--- src/inc/vd_defines.svh ---
`ifndef VD_DEFINES_SVH
`define VD_DEFINES_SVH

// ----------------------------------------
// Widths
// ----------------------------------------
`define VD_ROW_W 9
`define VD_COL_W 8
`define VD_DW 8
`define VD_SYNC_N 3

// ----------------------------------------
// Timing, in ns, and cycle conversion
// ----------------------------------------
`define VD_CLK_NS 20
`define VD_CYC_UP(ns) (((ns) + `VD_CLK_NS - 1) / `VD_CLK_NS)
`define VD_CYC_DN(ns) ((ns) / `VD_CLK_NS)
`define VD_T_RAH_NS 10
`define VD_T_CSR_NS 10
`define VD_T_CAC_NS 20
`define VD_T_RAS_NS 60
`define VD_T_RP_NS 55
`define VD_T_REF_NS 8000000
`define VD_REF_ROWS 512
`define VD_REF_PERIOD_CYC `VD_CYC_DN(`VD_T_REF_NS)
`define VD_SH_DIV 4

// ----------------------------------------
// Register offsets and fields
// ----------------------------------------
`define VD_REG_CTRL 8'h00
`define VD_REG_CMD 8'h04
`define VD_REG_SER 8'h08
`define VD_REG_STAT 8'h0c
`define VD_CTRL_REF_EN 0
`define VD_CTRL_REF_ROW 1
`define VD_CTRL_RST 2'h1
`define VD_CMD_OP_LSB 0
`define VD_CMD_ROW_LSB 4
`define VD_CMD_COL_LSB 13
`define VD_CMD_DAT_LSB 21
`define VD_SER_GATE 8

`endif

--- src/inc/vd_pkg.sv ---
`include "vd_defines.svh"

package vd_pkg;

  // ----------------------------------------
  // Array operations
  // ----------------------------------------
  typedef enum logic [3:0] {
    VD_OP_NOP,
    VD_OP_RD_XFER,
    VD_OP_SPLIT_RD,
    VD_OP_PSEUDO,
    VD_OP_WR_XFER,
    VD_OP_SPLIT_WR,
    VD_OP_ROW_REF,
    VD_OP_COL_FIRST_REF,
    VD_OP_RAM_RD,
    VD_OP_RAM_WR,
    VD_OP_HIDDEN_REF
  } vd_op_t;

  typedef enum {
    A_IDLE, A_SETUP, A_RAS, A_CAS, A_END, A_HID_UP, A_HID_DN, A_PRECH
  } vd_arr_st_t;

  typedef enum {S_IDLE, S_HI, S_LO} vd_ser_st_t;

  // ----------------------------------------
  // Pin groups
  // ----------------------------------------
  typedef struct packed {
    logic ras_n;
    logic cas_n;
    logic we_n;
    logic special_function_select;
    logic transfer_or_drive_n;
    logic [`VD_ROW_W-1:0] addr;
  } vd_ctl_t;

  typedef struct packed {
    logic shift_strobe;
    logic shift_port_gate_n;
  } vd_ser_t;

endpackage

--- src/logic/vd_host.sv ---
// Local design decisions: the placing of the registers and the strobed register port.
`include "vd_defines.svh"

// Behaviour
// Split write: cas high, xfer low, we low, sfs high
// No shift strobe while write transfer holds row low
// Split write never changes serial pin direction
// Pseudo transfer first when serial pin drives out
// Write-back of read buffer needs pseudo before split write
// Write-back row msb equals originating read row msb
// Read transfer puts serial port in read mode
// Read mode: word driven out after shift edge
// Read mode gated: pin floats, pointer still advances
// Serial pointer wraps from 255 to 0
// Pseudo or write transfer selects write mode
// Write mode: pin word captured on shift edge
// Write mode gated: no capture, pointer advances
// All 512 rows refreshed every 8 ms
// Any row strobe cycle refreshes its row
// Row-only refresh: cas and xfer high at fall
// Cas before row strobe: internal counter refresh
// Column-first refresh keeps data outputs floating
// Hidden refresh keeps read data driven
// Serial buffer needs no refresh
// Pseudo transfer makes serial pin input, sets start
// Read transfer: pin drives out at first access
// Internal refresh counter advances once per refresh
module vd_host #(
  parameter int ROW_W = `VD_ROW_W,
  parameter int COL_W = `VD_COL_W,
  parameter int DW = `VD_DW,
  parameter int SH_DIV = `VD_SH_DIV,
  parameter int REF_PERIOD_CYC = `VD_REF_PERIOD_CYC,
  parameter int REF_ROWS = `VD_REF_ROWS
) (
  input wire logic clock,
  input wire logic rst,
  input wire logic [7:0] reg_addr,
  input wire logic [31:0] reg_wdata,
  input wire logic reg_wr,
  input wire logic reg_rd,
  output logic [31:0] reg_rdata,
  output vd_pkg::vd_ctl_t ctl,
  output vd_pkg::vd_ser_t ser,
  input wire logic [DW-1:0] dq_in,
  output logic [DW-1:0] dq_out,
  output logic dq_oe,
  input wire logic [DW-1:0] sd_in,
  output logic [DW-1:0] sd_out,
  output logic sd_oe
);
  // ----------------------------------------
  // Cycle counts
  // ----------------------------------------
  localparam logic [3:0] RAH_CYC = 4'(`VD_CYC_UP(`VD_T_RAH_NS));
  localparam logic [3:0] CSR_CYC = 4'(`VD_CYC_UP(`VD_T_CSR_NS));
  // Read data pass the pin synchroniser before sampling
  localparam logic [3:0] CAS_CYC =
    4'(`VD_CYC_UP(`VD_T_CAC_NS) + `VD_SYNC_N);
  localparam logic [3:0] RAS_CYC = 4'(`VD_CYC_UP(`VD_T_RAS_NS));
  localparam logic [3:0] RP_CYC = 4'(`VD_CYC_UP(`VD_T_RP_NS));
  localparam int DVW = $clog2(SH_DIV + 1);

  // ----------------------------------------
  // Helpers
  // ----------------------------------------
  function automatic logic blocks_serial(vd_pkg::vd_op_t op);
    return op == vd_pkg::VD_OP_PSEUDO || op == vd_pkg::VD_OP_WR_XFER;
  endfunction

  function automatic vd_pkg::vd_ctl_t setup_pins(vd_pkg::vd_op_t op,
                                                 logic [ROW_W-1:0] row);
    vd_pkg::vd_ctl_t p;
    p = '{ras_n: 1'b1, cas_n: 1'b1, we_n: 1'b1,
          special_function_select: 1'b0, transfer_or_drive_n: 1'b1,
          addr: row};
    unique case (op)
      vd_pkg::VD_OP_RD_XFER: p.transfer_or_drive_n = 1'b0;
      vd_pkg::VD_OP_SPLIT_RD: begin
        p.transfer_or_drive_n = 1'b0;
        p.special_function_select = 1'b1;
      end
      vd_pkg::VD_OP_PSEUDO, vd_pkg::VD_OP_WR_XFER: begin
        p.transfer_or_drive_n = 1'b0;
        p.we_n = 1'b0;
      end
      vd_pkg::VD_OP_SPLIT_WR: begin
        p.transfer_or_drive_n = 1'b0;
        p.we_n = 1'b0;
        p.special_function_select = 1'b1;
      end
      vd_pkg::VD_OP_COL_FIRST_REF: p.cas_n = 1'b0;
      default: p.transfer_or_drive_n = 1'b1;
    endcase
    return p;
  endfunction

  function automatic logic [COL_W-1:0] ptr_inc(logic [COL_W-1:0] p);
    return (p == '1) ? '0 : p + 1'b1;
  endfunction

  // ----------------------------------------
  // State
  // ----------------------------------------
  vd_pkg::vd_arr_st_t a_st_r, a_st_nxt;
  vd_pkg::vd_ser_st_t s_st_r, s_st_nxt;
  vd_pkg::vd_op_t op_r, op_nxt, cmd_op;
  vd_pkg::vd_ctl_t ctl_r, ctl_nxt;
  vd_pkg::vd_ser_t ser_r, ser_nxt;
  logic [3:0] cnt_r, cnt_nxt;
  logic [ROW_W-1:0] row_r, row_nxt, cmd_row, ref_row;
  logic [COL_W-1:0] col_r, col_nxt, ptr_r, ptr_nxt;
  logic [DW-1:0] wdat_r, wdat_nxt, rdat_r, rdat_nxt;
  logic [DW-1:0] sdat_r, sdat_nxt, srd_r, srd_nxt;
  logic [DW-1:0] dq_out_r, dq_out_nxt, sd_out_r, sd_out_nxt;
  logic dq_oe_r, dq_oe_nxt, sd_oe_r, sd_oe_nxt;
  logic chain_r, chain_nxt, wb_r, wb_nxt, msb_r, msb_nxt;
  logic last_ps_r, last_ps_nxt, wr_mode_r, wr_mode_nxt;
  logic drv_r, drv_nxt, sreq_r, sreq_nxt, sgate_r, sgate_nxt;
  logic [1:0] ctrl_r, ctrl_nxt;
  logic [DVW-1:0] div_r, div_nxt;
  logic [31:0] rdata_r, rdata_nxt;
  logic [DW-1:0] dq_s1_r, dq_s2_r, dq_s3_r, sd_s1_r, sd_s2_r, sd_s3_r;
  logic ref_req, ref_ack, sh_tick, ser_idle, blk, cmd_go, set_ptr;

  vd_refresh #(
    .PERIOD_CYC(REF_PERIOD_CYC),
    .ROWS(REF_ROWS),
    .ROW_W(ROW_W)
  ) u_refresh (
    .clock(clock),
    .rst(rst),
    .enable(ctrl_r[`VD_CTRL_REF_EN]),
    .ack(ref_ack),
    .req(ref_req),
    .row(ref_row)
  );

  // ----------------------------------------
  // Next-state logic
  // ----------------------------------------
  always_comb begin
    a_st_nxt = a_st_r;
    s_st_nxt = s_st_r;
    op_nxt = op_r;
    ctl_nxt = ctl_r;
    ser_nxt = ser_r;
    cnt_nxt = (cnt_r != 4'h0) ? cnt_r - 4'h1 : cnt_r;
    row_nxt = row_r;
    col_nxt = col_r;
    ptr_nxt = ptr_r;
    wdat_nxt = wdat_r;
    rdat_nxt = rdat_r;
    sdat_nxt = sdat_r;
    srd_nxt = srd_r;
    dq_out_nxt = dq_out_r;
    sd_out_nxt = sd_out_r;
    dq_oe_nxt = dq_oe_r;
    sd_oe_nxt = sd_oe_r;
    chain_nxt = chain_r;
    wb_nxt = wb_r;
    msb_nxt = msb_r;
    last_ps_nxt = last_ps_r;
    wr_mode_nxt = wr_mode_r;
    drv_nxt = drv_r;
    sreq_nxt = sreq_r;
    sgate_nxt = sgate_r;
    ctrl_nxt = ctrl_r;
    ref_ack = 1'b0;
    set_ptr = 1'b0;
    ser_idle = s_st_r == vd_pkg::S_IDLE && !sreq_r;
    sh_tick = div_r == DVW'(SH_DIV - 1);
    div_nxt = sh_tick ? '0 : div_r + 1'b1;

    // Command decode
    cmd_op = vd_pkg::vd_op_t'(reg_wdata[`VD_CMD_OP_LSB +: 4]);
    cmd_row = reg_wdata[`VD_CMD_ROW_LSB +: ROW_W];
    if (cmd_op == vd_pkg::VD_OP_SPLIT_WR) begin
      if (wb_r) begin
        cmd_row[ROW_W-1] = msb_r;
      end
      if (!wr_mode_r || (wb_r && !last_ps_r)) begin
        cmd_op = vd_pkg::VD_OP_PSEUDO;
      end
    end
    cmd_go = reg_wr && reg_addr == `VD_REG_CMD && a_st_r == vd_pkg::A_IDLE
      && !(ref_req && ctrl_r[`VD_CTRL_REF_EN])
      && cmd_op != vd_pkg::VD_OP_NOP
      && cmd_op <= vd_pkg::VD_OP_HIDDEN_REF
      && (!blocks_serial(cmd_op) || ser_idle);

    if (reg_wr && reg_addr == `VD_REG_CTRL) begin
      ctrl_nxt = reg_wdata[1:0];
    end

    // ----------------------------------------
    // Array sequencer
    // ----------------------------------------
    unique case (a_st_r)
      vd_pkg::A_IDLE: begin
        if (ref_req && ctrl_r[`VD_CTRL_REF_EN]) begin
          ref_ack = 1'b1;
          op_nxt = ctrl_r[`VD_CTRL_REF_ROW] ? vd_pkg::VD_OP_ROW_REF
                                             : vd_pkg::VD_OP_COL_FIRST_REF;
          ctl_nxt = setup_pins(op_nxt, ref_row);
          cnt_nxt = CSR_CYC - 4'h1;
          a_st_nxt = vd_pkg::A_SETUP;
        end else if (cmd_go) begin
          op_nxt = cmd_op;
          chain_nxt = cmd_op != vd_pkg::vd_op_t'(reg_wdata[3:0]);
          row_nxt = cmd_row;
          col_nxt = reg_wdata[`VD_CMD_COL_LSB +: COL_W];
          wdat_nxt = reg_wdata[`VD_CMD_DAT_LSB +: DW];
          ctl_nxt = setup_pins(cmd_op, cmd_row);
          cnt_nxt = CSR_CYC - 4'h1;
          a_st_nxt = vd_pkg::A_SETUP;
        end
      end
      vd_pkg::A_SETUP: begin
        if (cnt_r == 4'h0) begin
          ctl_nxt.ras_n = 1'b0;
          cnt_nxt = RAH_CYC - 4'h1;
          a_st_nxt = vd_pkg::A_RAS;
          unique case (op_r)
            vd_pkg::VD_OP_RD_XFER: begin
              wr_mode_nxt = 1'b0;
              drv_nxt = 1'b0;
              wb_nxt = 1'b1;
              msb_nxt = row_r[ROW_W-1];
              last_ps_nxt = 1'b0;
              set_ptr = 1'b1;
            end
            vd_pkg::VD_OP_SPLIT_RD: begin
              wb_nxt = 1'b1;
              msb_nxt = row_r[ROW_W-1];
              last_ps_nxt = 1'b0;
            end
            vd_pkg::VD_OP_PSEUDO, vd_pkg::VD_OP_WR_XFER: begin
              wr_mode_nxt = 1'b1;
              drv_nxt = 1'b0;
              last_ps_nxt = op_r == vd_pkg::VD_OP_PSEUDO;
              wb_nxt = wb_r && op_r == vd_pkg::VD_OP_PSEUDO;
              set_ptr = 1'b1;
            end
            vd_pkg::VD_OP_SPLIT_WR: begin
              wb_nxt = 1'b0;
              last_ps_nxt = 1'b0;
            end
            default: last_ps_nxt = last_ps_r;
          endcase
        end
      end
      vd_pkg::A_RAS: begin
        if (cnt_r == 4'h0) begin
          if (op_r == vd_pkg::VD_OP_ROW_REF
              || op_r == vd_pkg::VD_OP_COL_FIRST_REF) begin
            cnt_nxt = RAS_CYC - 4'h1;
            a_st_nxt = vd_pkg::A_END;
          end else begin
            ctl_nxt.addr = ROW_W'(col_r);
            ctl_nxt.cas_n = 1'b0;
            if (op_r == vd_pkg::VD_OP_RAM_RD
                || op_r == vd_pkg::VD_OP_HIDDEN_REF) begin
              ctl_nxt.transfer_or_drive_n = 1'b0;
            end
            if (op_r == vd_pkg::VD_OP_RAM_WR) begin
              ctl_nxt.we_n = 1'b0;
              dq_out_nxt = wdat_r;
              dq_oe_nxt = 1'b1;
            end
            cnt_nxt = CAS_CYC - 4'h1;
            a_st_nxt = vd_pkg::A_CAS;
          end
        end
      end
      vd_pkg::A_CAS: begin
        if (cnt_r == 4'h0) begin
          rdat_nxt = dq_s3_r;
          cnt_nxt = RAS_CYC - 4'h1;
          a_st_nxt = vd_pkg::A_END;
          if (op_r == vd_pkg::VD_OP_RD_XFER) begin
            ctl_nxt.transfer_or_drive_n = 1'b1;
          end
          if (op_r == vd_pkg::VD_OP_HIDDEN_REF) begin
            ctl_nxt.ras_n = 1'b1;
            cnt_nxt = RP_CYC - 4'h1;
            a_st_nxt = vd_pkg::A_HID_UP;
          end
        end
      end
      vd_pkg::A_HID_UP: begin
        if (cnt_r == 4'h0) begin
          ctl_nxt.ras_n = 1'b0;
          cnt_nxt = RAS_CYC - 4'h1;
          a_st_nxt = vd_pkg::A_HID_DN;
        end
      end
      vd_pkg::A_HID_DN: begin
        if (cnt_r == 4'h0) begin
          a_st_nxt = vd_pkg::A_END;
        end
      end
      vd_pkg::A_END: begin
        if (cnt_r == 4'h0) begin
          ctl_nxt = setup_pins(vd_pkg::VD_OP_NOP, ctl_r.addr);
          dq_oe_nxt = 1'b0;
          cnt_nxt = RP_CYC - 4'h1;
          a_st_nxt = vd_pkg::A_PRECH;
        end
      end
      vd_pkg::A_PRECH: begin
        if (cnt_r == 4'h0) begin
          a_st_nxt = vd_pkg::A_IDLE;
          if (chain_r) begin
            // Inserted pseudo done, now the requested split write
            chain_nxt = 1'b0;
            op_nxt = vd_pkg::VD_OP_SPLIT_WR;
            ctl_nxt = setup_pins(vd_pkg::VD_OP_SPLIT_WR, row_r);
            cnt_nxt = CSR_CYC - 4'h1;
            a_st_nxt = vd_pkg::A_SETUP;
          end
        end
      end
    endcase

    // ----------------------------------------
    // Serial port
    // ----------------------------------------
    blk = a_st_nxt != vd_pkg::A_IDLE && blocks_serial(op_nxt);
    if (reg_wr && reg_addr == `VD_REG_SER && ser_idle) begin
      sreq_nxt = 1'b1;
      sdat_nxt = reg_wdata[DW-1:0];
      sgate_nxt = reg_wdata[`VD_SER_GATE];
    end
    unique case (s_st_r)
      vd_pkg::S_IDLE: begin
        ser_nxt.shift_port_gate_n = !(blk && op_nxt == vd_pkg::VD_OP_WR_XFER);
        if (sreq_r && sh_tick && !blk) begin
          sreq_nxt = 1'b0;
          ser_nxt.shift_strobe = 1'b1;
          ser_nxt.shift_port_gate_n = sgate_r;
          if (wr_mode_r && !sgate_r) begin
            sd_out_nxt = sdat_r;
            sd_oe_nxt = 1'b1;
          end
          if (!wr_mode_r) begin
            drv_nxt = !sgate_r;
          end
          s_st_nxt = vd_pkg::S_HI;
        end
      end
      vd_pkg::S_HI: begin
        if (sh_tick) begin
          if (!wr_mode_r && !sgate_r) begin
            srd_nxt = sd_s3_r;
          end
          ser_nxt.shift_strobe = 1'b0;
          ptr_nxt = ptr_inc(ptr_r);
          s_st_nxt = vd_pkg::S_LO;
        end
      end
      vd_pkg::S_LO: begin
        if (sh_tick) begin
          sd_oe_nxt = 1'b0;
          ser_nxt.shift_port_gate_n = 1'b1;
          s_st_nxt = vd_pkg::S_IDLE;
        end
      end
    endcase
    if (set_ptr) begin
      ptr_nxt = col_r;
    end

    // ----------------------------------------
    // Register read port
    // ----------------------------------------
    rdata_nxt = 32'h0;
    if (reg_rd) begin
      unique case (reg_addr)
        `VD_REG_CTRL: rdata_nxt = {30'h0, ctrl_r};
        `VD_REG_CMD: rdata_nxt = 32'({row_r, op_r});
        `VD_REG_SER: rdata_nxt = 32'(srd_r);
        `VD_REG_STAT: rdata_nxt = {8'h0, 8'(rdat_r), 8'(ptr_r),
          2'h0, wb_r, ref_req, drv_r, wr_mode_r, !ser_idle,
          a_st_r != vd_pkg::A_IDLE};
        default: rdata_nxt = 32'h0;
      endcase
    end
  end

  // ----------------------------------------
  // Registers
  // ----------------------------------------
  always_ff @(posedge clock) begin
    if (rst) begin
      a_st_r <= vd_pkg::A_IDLE;
      s_st_r <= vd_pkg::S_IDLE;
      op_r <= vd_pkg::VD_OP_NOP;
      ctl_r <= '{ras_n: 1'b1, cas_n: 1'b1, we_n: 1'b1,
                 special_function_select: 1'b0,
                 transfer_or_drive_n: 1'b1, addr: '0};
      ser_r <= '{shift_strobe: 1'b0, shift_port_gate_n: 1'b1};
      cnt_r <= 4'h0;
      {row_r, col_r, ptr_r} <= '0;
      {wdat_r, rdat_r, sdat_r, srd_r, dq_out_r, sd_out_r} <= '0;
      {dq_oe_r, sd_oe_r, chain_r, wb_r, msb_r, last_ps_r} <= '0;
      {wr_mode_r, drv_r, sreq_r, sgate_r} <= '0;
      ctrl_r <= `VD_CTRL_RST;
      div_r <= '0;
      rdata_r <= 32'h0;
      {dq_s1_r, dq_s2_r, dq_s3_r, sd_s1_r, sd_s2_r, sd_s3_r} <= '0;
    end else begin
      a_st_r <= a_st_nxt;
      s_st_r <= s_st_nxt;
      op_r <= op_nxt;
      ctl_r <= ctl_nxt;
      ser_r <= ser_nxt;
      cnt_r <= cnt_nxt;
      {row_r, col_r, ptr_r} <= {row_nxt, col_nxt, ptr_nxt};
      {wdat_r, rdat_r, sdat_r, srd_r} <= {wdat_nxt, rdat_nxt, sdat_nxt,
                                          srd_nxt};
      {dq_out_r, sd_out_r} <= {dq_out_nxt, sd_out_nxt};
      {dq_oe_r, sd_oe_r, chain_r, wb_r, msb_r, last_ps_r} <=
        {dq_oe_nxt, sd_oe_nxt, chain_nxt, wb_nxt, msb_nxt, last_ps_nxt};
      {wr_mode_r, drv_r, sreq_r, sgate_r} <=
        {wr_mode_nxt, drv_nxt, sreq_nxt, sgate_nxt};
      ctrl_r <= ctrl_nxt;
      div_r <= div_nxt;
      rdata_r <= rdata_nxt;
      // Pin synchronisers, third stage is the only consumer
      {dq_s1_r, dq_s2_r, dq_s3_r} <= {dq_in, dq_s1_r, dq_s2_r};
      {sd_s1_r, sd_s2_r, sd_s3_r} <= {sd_in, sd_s1_r, sd_s2_r};
    end
  end

  assign reg_rdata = rdata_r;
  assign ctl = ctl_r;
  assign ser = ser_r;
  assign dq_out = dq_out_r;
  assign dq_oe = dq_oe_r;
  assign sd_out = sd_out_r;
  assign sd_oe = sd_oe_r;
endmodule

--- src/logic/vd_refresh.sv ---
`include "vd_defines.svh"

// Paces refreshes evenly and owes up to 15 missed ones until served or until disabled.
module vd_refresh #(
  parameter int PERIOD_CYC = `VD_REF_PERIOD_CYC,
  parameter int ROWS = `VD_REF_ROWS,
  parameter int ROW_W = `VD_ROW_W
) (
  input wire logic clock,
  input wire logic rst,
  input wire logic enable,
  input wire logic ack,
  output logic req,
  output logic [ROW_W-1:0] row
);
  localparam int INT_CYC = (PERIOD_CYC / ROWS < 1) ? 1 : PERIOD_CYC / ROWS;
  localparam int TW = $clog2(INT_CYC + 1);

  logic [TW-1:0] tmr_r, tmr_nxt;
  logic [3:0] debt_r, debt_nxt;
  logic [ROW_W-1:0] row_r, row_nxt;
  logic tick;

  always_comb begin
    tick = enable && (tmr_r == TW'(INT_CYC - 1));
    tmr_nxt = (tick || !enable) ? '0 : tmr_r + 1'b1;
    debt_nxt = debt_r;
    // Debt counter: a new interval and a served one cancel out
    if (!enable) begin
      debt_nxt = '0;
    end else if (tick && !ack && debt_r != 4'hf) begin
      debt_nxt = debt_r + 4'h1;
    end else if (!tick && ack && debt_r != 4'h0) begin
      debt_nxt = debt_r - 4'h1;
    end
    row_nxt = row_r;
    if (ack) begin
      row_nxt = (row_r == ROW_W'(ROWS - 1)) ? '0 : row_r + 1'b1;
    end
  end

  always_ff @(posedge clock) begin
    if (rst) begin
      tmr_r <= '0;
      debt_r <= 4'h0;
      row_r <= '0;
    end else begin
      tmr_r <= tmr_nxt;
      debt_r <= debt_nxt;
      row_r <= row_nxt;
    end
  end

  assign req = debt_r != 4'h0;
  assign row = row_r;
endmodule

--- config.mk ---
export PLATFORM = sky130hd
export DESIGN_NAME = vd_host
export DESIGN_NICKNAME = d
export VERILOG_FILES = /design/src/inc/vd_pkg.sv /design/src/logic/vd_host.sv /design/src/logic/vd_refresh.sv
export VERILOG_INCLUDE_DIRS = /design/src /design/src/inc
export SDC_FILE = /design/constraint.sdc
export NUM_CORES = 1
export LEC_CHECK = 0
export ABC_CLOCK_PERIOD_IN_PS = 3800
export BUFFER_PORTS_ARGS = -buffer_cell sky130_fd_sc_hd__clkbuf_2
export CAP_MARGIN = 20
export CORE_ASPECT_RATIO = 0.6
export CORE_UTILIZATION = 50
export DETAILED_ROUTE_END_ITERATION = 10
export PLACE_DENSITY = 0.73
export SYNTH_ARGS = -nofsm -noshare
export SYNTH_HDL_FRONTEND = slang
export SYNTH_HIERARCHICAL = 1
export SYNTH_SLANG_ARGS = --single-unit
--- constraint.sdc ---
create_clock -name clock -period 3.8 [get_ports clock]
set_clock_uncertainty 0.15 [all_clocks]
set_input_delay 0 -clock clock [delete_from_list [all_inputs] [get_ports clock]]
set_output_delay 0 -clock clock [all_outputs]
set_load 0.005 [all_outputs]
==> results of run 1 <==
==> sequential cells by signal, indices dropped and copies added, names as in the netlist, 8 cells and up <==
name,flops
ctl,14
sd_s2_r,8
dq_out,8
rdat_r,8
dq_s3_r,8
wdat_r,8
reg_rdata,24
row_r,9
dq_s1_r,8
u_refresh/tmr_r,10
dq_s2_r,8
sdat_r,8
sd_s3_r,8
a_st_r,32
srd_r,8
sd_s1_r,8
sd_out,8
u_refresh/row,9
col_r,8
ptr_r,8
==> cells in the mapped netlist, types with 3 or more instances <==
cell type                  count
sky130_fd_sc_hd__xor2_1       16
sky130_fd_sc_hd__buf_4         8
sky130_fd_sc_hd__nor4_1       14
sky130_fd_sc_hd__inv_1        21
sky130_fd_sc_hd__o21ai_0      22
sky130_fd_sc_hd__nand2b_1      7
sky130_fd_sc_hd__nor2b_1      53
sky130_fd_sc_hd__mux2i_1      51
sky130_fd_sc_hd__buf_2         4
sky130_fd_sc_hd__dfxtp_1     241
sky130_fd_sc_hd__buf_1         4
sky130_fd_sc_hd__o22ai_1       5
sky130_fd_sc_hd__clkbuf_1     52
sky130_fd_sc_hd__a21o_1        4
sky130_fd_sc_hd__a21oi_1      78
sky130_fd_sc_hd__a211oi_1     19
sky130_fd_sc_hd__nor2_1      125
sky130_fd_sc_hd__ha_1         14
sky130_fd_sc_hd__and4_1        3
sky130_fd_sc_hd__nand3_1      26
sky130_fd_sc_hd__nand4_1      12
sky130_fd_sc_hd__and3_1        5
sky130_fd_sc_hd__buf_6         4
sky130_fd_sc_hd__nand2_1     134
sky130_fd_sc_hd__o211ai_1      6
sky130_fd_sc_hd__o21ai_1       5
sky130_fd_sc_hd__or3_1         6
sky130_fd_sc_hd__a221oi_1     12
sky130_fd_sc_hd__nor3_1       29
sky130_fd_sc_hd__a31oi_1       4
sky130_fd_sc_hd__a22oi_1       5
sky130_fd_sc_hd__and2_1       47
sky130_fd_sc_hd__o41ai_1       3
sky130_fd_sc_hd__a31o_2        3
sky130_fd_sc_hd__xnor2_1       4
sky130_fd_sc_hd__o31ai_1       3
==> worst min path at each step <==
stage	cells past startpoint	end	from
3_3_place_gp	2	dq_s1_r[6]$_SDFF_PP0_	dq_in[6]
6_report	3	dq_s1_r[0]$_SDFF_PP0_	dq_in[0]
2_1_floorplan	1	u_refresh/row[8]$_SDFFE_PP0P_	rst
5_1_grt	3	dq_s1_r[0]$_SDFF_PP0_	dq_in[0]
4_1_cts	3	dq_s1_r[4]$_SDFF_PP0_	dq_in[4]
3_5_place_dp	2	dq_s1_r[4]$_SDFF_PP0_	dq_in[4]
==> cell type report <==
| type | count | area [sq um] |
|---|---|---|
| sequential | 241 | 4820 |
| multi-input combinational | 782 | 4750 |
| tap | 266 | 333 |
| fill | 1584 | 6880 |
| clock inverter | 13 | 196 |
| timing repair buffer | 226 | 1600 |
| inverter | 23 | 86.3 |
| clock buffer | 26 | 607 |
==> what timing repair did <==
action	CTS	global route
endpoints found under the setup margin	0	0
endpoints found under the hold margin	95	0
gates resized for setup	0	0
hold buffers	69	0
==> report_power, final <==
group	switching [mW]	internal, mW	total, mW	leakage, nW
clock	0.928	1.48	2.41	0.398
combinational	0.268	0.218	0.485	2.88
sequential	0.0369	2.58	2.62	1.95
==> metrics by stage <==
stage	cells	setup slack [ns]	area (sq um)	hold WS [ns]
3_5_place_dp	1469	0.296	10900	0.0638
5_1_grt	1577	0.0495	12400	0.129
6_report	1577	0.154	12400	0.108
4_1_cts	1577	0.270	12400	0.0821
3_3_place_gp	1468	0.341	10900	0.0592
2_1_floorplan	1118	0.260	9970	-0.0776
==> layer usage <==
metal / track usage (%) / vias to the layer above / wire [um]
li1: - / 4202 / -
met3: 4.76 / 27 / 2180
met5: 0 / - / 0
met4: 4.50 / 0 / 284
met1: 39.4 / 3920 / 12600
met2: 36.9 / 354 / 10800
==> logic make-up after synthesis <==
| kind of cell | Yosys count | share of synthesized area [%] |
|---|---|---|
| xor gates and xnor gates | 20 | 1.76 |
| other | 1 | 0.0377 |
| adders and majority gates | 15 | 1.96 |
| and+or+nand+nor | 485 | 24.3 |
| DFF | 241 | 48.5 |
| muxes | 54 | 5.66 |
| buffers and inverters | 95 | 4.24 |
| AOI/OAI and AO/OA | 200 | 13.6 |
==> layout by cell type, fill, tap and decap left out, types with 23 or more instances in the layout <==
master / count
sky130_fd_sc_hd__dfxtp_1: 241
sky130_fd_sc_hd__dlygate4sd3_1: 69
sky130_fd_sc_hd__a21oi_1: 78
sky130_fd_sc_hd__mux2i_1: 51
sky130_fd_sc_hd__clkbuf_2: 113
sky130_fd_sc_hd__nand3_1: 26
sky130_fd_sc_hd__nor2b_1: 53
sky130_fd_sc_hd__buf_4: 42
sky130_fd_sc_hd__and2_1: 47
sky130_fd_sc_hd__nand2_1: 134
sky130_fd_sc_hd__nor3_1: 28
sky130_fd_sc_hd__clkbuf_16: 23
sky130_fd_sc_hd__nor2_1: 125
==> tightest hold or removal path: cells and delay by family <==
kind	cells	cell delay (ns)
simple gates	1	0.10
buf+inv	2	0.61
==> qor.yml, run 1 <==
r2r_cells: 13
finalWirelength_um: 25900
antenna_cells: 0
global_route.overflow_total: 0
postSynth.asyncResetShare_pct: 0
yosysTopAreaCell: "sky130_fd_sc_hd__dfxtp_1"
least_margin_pin_slew_ns: 0.943
vdd_drop_max_v: 0.000354
postLayoutCoreUtil_pct: 64.3
timing.critical_path.from_type: "flop"
reg2reg_slack_ns: 0.15
area_delta_synth_final_pct: 24.6
outcome: "finished, final reports clean"
num_rows: 39
crit_cells: 13
initial_utilization_pct: 51.6
synth_flop_cell: "sky130_fd_sc_hd__dfxtp_1"
yosysSeqAreaShare_pct: 48.5
cp_cell_sequence: "inv_1 -> ha_1 -> inv_2 -> nor2_1 -> a211oi_2 -> buf_4 -> or2_2 -> a311oi_2 -> or3_1 -> mux2_4 -> o21ba_1 -> mux2_4 -> a21oi_2"
cap_viol_max_count: 0
critical_path.reg2reg.endpoint: "ser[1]$_SDFFE_PP0P_"
final_nets: 1371
place.detailed.hpwl_um: 17700
buf_inv_on_cp: 3
grt_use_total_pct: 25.6
setup_viol: 0
critical_path.slowest_cell: "sky130_fd_sc_hd__a311oi_2"
layout_min_cycle_time_ns: 3.65
capturing_element_of_the_worst_setup_path: "ser[1]$_SDFFE_PP0P_"
first_global_vias: 7945
cts_max_level: 1
number_of_enable_flip_flop_cells_after_synthesis: 0
path_delay_family: "compound AO/OA/AOI/OAI gates"
synth_area_per_cell_sq_um: 8.95
dieArea_sq_mm: 0.0205
max_slew_headroom_at_the_worst_pin_pct: 36.9
number_of_flip_flops_and_latches_in_the_synthesized_netlist: 241
cts-root-buf: "sky130_fd_sc_hd__clkbuf_16"
cp-startpoint: "s_st_r[0]$_SDFFE_PP0P_"
grt_start_max_net_pins: 70
dieHeight_um: 111
place_congestion: 0.962
cts_tree: "done"
drt_pre_antenna_iters: 6
sinks_on_clock_net: 241
mapped_area_sq_mm: 0.00995
wl_per_cell_um: 16.4
critical-path-max-stage-delay_ns: 0.53
postSynthCellCount: 1111
port_buffers: 114
tns_ns: 0
crit_fanout: 8
cts_buffers: 22
required_ns: 4.08
clock_latency_ns: 0.50
grt_antenna_before_repair: 0
power.density_mw_per_mm2: 445
post-cts-setup-buffer-count: 0
synth_cell_type_count: 85
grt_pass1_wl_um: 41800
critical_path_class: "reg -> reg"
cp_common_cell: "sky130_fd_sc_hd__mux2_4"
vias_per_cell: 5.39
chipWidth_um: 184
routed-via-count: 8503
p_total_mw: 5.51
critical_path_arrival_ns: 3.93
min_path_type: "in -> reg"
post_route_cells_drive_above_1_share_pct: 17.2
leakagePower_nw: 5.23
rr_startpoint: "s_st_r[0]$_SDFFE_PP0P_"
type_of_destination_of_the_critical_path: "flop"
yosys-top-cells-area: "sky130_fd_sc_hd__dfxtp_1 48%, sky130_fd_sc_hd__mux2i_1 5.1%, sky130_fd_sc_hd__nand2_1 5.1%, sky130_fd_sc_hd__nor2_1 4.7%, sky130_fd_sc_hd__a21oi_1 3.9%"
unrepaired_setup_endpoints_after_global_routing: "no"
core_area_sq_mm: 0.0193
ant_nets: 0
hold_violations: 0
number_of_remaining_drc_errors: 0
maxClockFrequency_ghz: 0.274
drv_slew: 0
synth-warning-count: 6
floorplan.io_pins: 126
cts_max_path_buffers: 3
first_iter_violations: 793
synth_top_area_share_pct: 48.5
path_clk_slew_ns: 0.06
share_of_the_clock_period_used_by_the_worst_path_after_layout_pct: 96.0
No activity file was read; power rests on OpenSTA's default activity.
==> run 2, diff against run 1 <==
Settings changed: CORE_MARGIN set to 2.
==> run 2 against run 1 <==
Flip-flop and latch count unchanged. Via count up 1.4%. Global-route usage down 0.27 points. Combinational power up 2%. Clock power down 6%. Setup slack better by 0.062 ns. Worst hold slack worse by 0.013 ns. Non-clock buffer count down 3. Utilization down 0.43 points. Die area up 2.9%. Largest power group unchanged.
==> qor.yml, run 2 (synthesis results as in run 1) <==
cap_viol_max_count: 0  # unchanged
routed-via-count: 8618  # +1.4%
global_route.overflow_total: 0  # unchanged
post-cts-setup-buffer-count: 0  # unchanged
core_area_sq_mm: 0.0193  # unchanged
placed_cell_area_sq_mm: 0.0109  # -0.41%
area_delta_synth_final_pct: 23.8
required_ns: 4.09  # about the same
largest-register: "a_st_r"
largest_register_ffs: 32  # unchanged
critical_path_class: "reg -> reg"
grt_antenna_before_repair: 0  # unchanged
rr_startpoint: "a_st_r[7]$_SDFF_PP0_"
crit_fanout: 8  # unchanged
vias_per_cell: 5.48  # +1.5%
cts_tree: "done"
timing.hold.worst_path_depth: 3  # unchanged
initial_utilization_pct: 51.6  # unchanged
grt_pass1_wl_um: 42400  # +1.6%
grt_use_total_pct: 25.3  # -0.27 points
reg2reg_slack_ns: 0.22  # +0.06 ns
path_delay_family: "simple AND/OR/NAND/NOR gates"
maxClockFrequency_ghz: 0.279  # +1.7%
antenna_cells: 0  # unchanged
post_route_cells_drive_above_1_share_pct: 16.7  # -0.42 points
final_nets: 1368  # -0.22%
floorplan.io_pins: 126  # unchanged
num_rows: 39  # unchanged
drt_pre_antenna_iters: 5  # -1
buf_inv_on_cp: 0  # -3
sinks_on_clock_net: 241  # unchanged
cp_common_cell: "sky130_fd_sc_hd__mux2_4"
timing.critical_path.from_type: "flop"
cp_cell_sequence: "nor4_1 -> nand4_1 -> or2_2 -> o32a_1 -> a311oi_2 -> or3_1 -> mux2_4 -> o21ba_1 -> mux2_4 -> a21oi_2"
leakagePower_nw: 5.18  # -0.85%
least_margin_pin_slew_ns: 1.08  # +0.140 ns
number_of_remaining_drc_errors: 0  # unchanged
timing.final.ws_setup_ns: 0.215  # +0.0619 ns
chipWidth_um: 186  # +1.1%
critical_path_arrival_ns: 3.87  # -0.06 ns
hold_violations: 0  # unchanged
place_congestion: 0.946  # -1.6%
min_path_type: "in -> reg"
clock_latency_ns: 0.52  # +0.02 ns
setup_viol: 0  # unchanged
grt_start_max_net_pins: 106  # +51%
drv_slew: 0  # unchanged
dieArea_sq_mm: 0.0211  # +2.9%
final_common_cell: "sky130_fd_sc_hd__dfxtp_1"
finalWirelength_um: 26600  # +2.7%
place.detailed.hpwl_um: 17600  # about the same
path_clk_slew_ns: 0.07  # about the same
vdd_drop_max_v: 0.000309  # -13%
tns_ns: 0  # unchanged
power.density_mw_per_mm2: 436  # -2.1%
fin_area_sq_mm: 0.0123  # -0.67%
share_of_the_clock_period_used_by_the_worst_path_after_layout_pct: 94.3  # -1.6 points
type_of_destination_of_the_critical_path: "flop"
postLayoutCoreUtil_pct: 63.9  # -0.43 points
outcome: "finished, final reports clean"
ant_nets: 0  # unchanged
port_buffers: 114  # unchanged
critical-path-max-stage-delay_ns: 0.47  # -0.06 ns
critical_path.slowest_cell: "sky130_fd_sc_hd__or2_2"
first_global_vias: 8117  # +2.2%
holdCritStartpoint: "dq_in[4]"
whs_ns: 0.0950  # -0.0128 ns
cts_max_level: 1  # unchanged
cts_buffers: 22  # unchanged
final_cell_mix: "241 x sky130_fd_sc_hd__dfxtp_1, 133 x sky130_fd_sc_hd__nand2_1, 125 x sky130_fd_sc_hd__nor2_1, 113 x sky130_fd_sc_hd__clkbuf_2, 78 x sky130_fd_sc_hd__a21oi_1"
unrepaired_setup_endpoints_after_global_routing: "no"
wl_per_cell_um: 16.9  # +2.9%
layout_min_cycle_time_ns: 3.58  # -0.0619 ns
fillCellCount: 1579  # -0.32%
holdPathEnd: "dq_s1_r[4]$_SDFF_PP0_"
cts-root-buf: "sky130_fd_sc_hd__clkbuf_16"
dieHeight_um: 113  # +1.8%
cts_max_path_buffers: 3  # unchanged
critical_path.reg2reg.endpoint: "ser[1]$_SDFFE_PP0P_"
first_iter_violations: 884  # +11%
post-place-ws_ns: 0.272  # -0.0245 ns
max_slew_headroom_at_the_worst_pin_pct: 27.8  # -9.1 points
r2r_cells: 10  # -3
## run 2: repair_timing
action / 4_1_cts / 5_1_grt
hold buffers: 72 / 0
setup endpoints to repair: 0 / 1
endpoints found under the hold margin: 115 / 0
resized for setup: 0 / 1
## run 2: cell type report
type	instances	area, sq um	area share, %
Clock inverter	12	134	1.09
Tap cell	266	333	2.70
Multi-Input combinational cell	782	4750	38.6
Inverter	23	86.3	0.701
Timing Repair Buffer	223	1590	12.9
Clock buffer	27	599	4.87
Sequential cell	241	4820	39.2
## run 2: worst max-delay path by stage
stage | startpoint | to | slack, ns | depth (start not counted)
after floorplan | u_refresh/debt_r[0]$_SDFFE_PP0P_ | u_refresh/debt_r[3]$_SDFFE_PP0P_ | 0.26 | 14
after global placement | cnt_r[0]$_SDFF_PP0_ | ser[1]$_SDFFE_PP0P_ | 0.40 | 12
after detailed placement | a_st_r[7]$_SDFF_PP0_ | ser[1]$_SDFFE_PP0P_ | 0.27 | 10
after CTS | u_refresh/debt_r[0]$_SDFFE_PP0P_ | u_refresh/debt_r[3]$_SDFFE_PP0P_ | 0.22 | 12
after global routing | a_st_r[26]$_SDFF_PP0_ | ser[1]$_SDFFE_PP0P_ | 0.04 | 11
final | a_st_r[7]$_SDFF_PP0_ | ser[1]$_SDFFE_PP0P_ | 0.22 | 10
## run 2: report_power, final
part	internal (mW)	switching, mW	total (mW)
Clock	1.27	0.983	2.26
Combinational	0.220	0.273	0.493
Sequential	2.58	0.0354	2.61
## run 2: worst register-to-register path: cells and delay by family, from the launching register on
family / cells / cell delay, ns
compound gates: 4 / 1.07
simple gates: 4 / 1.46
flops: 1 / 0.31
mux: 2 / 0.52
## run 2: layer usage
metal | wire length, um | up-vias | track usage, %
met5 | 0 | - | 0
met4 | 526 | 0 | 5.56
met3 | 2160 | 39 | 4.83
met2 | 11000 | 345 | 37.7
met1 | 12800 | 4043 | 37.8
li1 | - | 4191 | -
## run 2: stage by stage
stage / instances / total power [mW]
2_1_floorplan: 1118 / 2.96
3_3_place_gp: 1462 / 3.09
3_5_place_dp: 1463 / 3.10
4_1_cts: 1574 / 5.38
5_1_grt: 1574 / 5.56
6_report: 1574 / 5.36
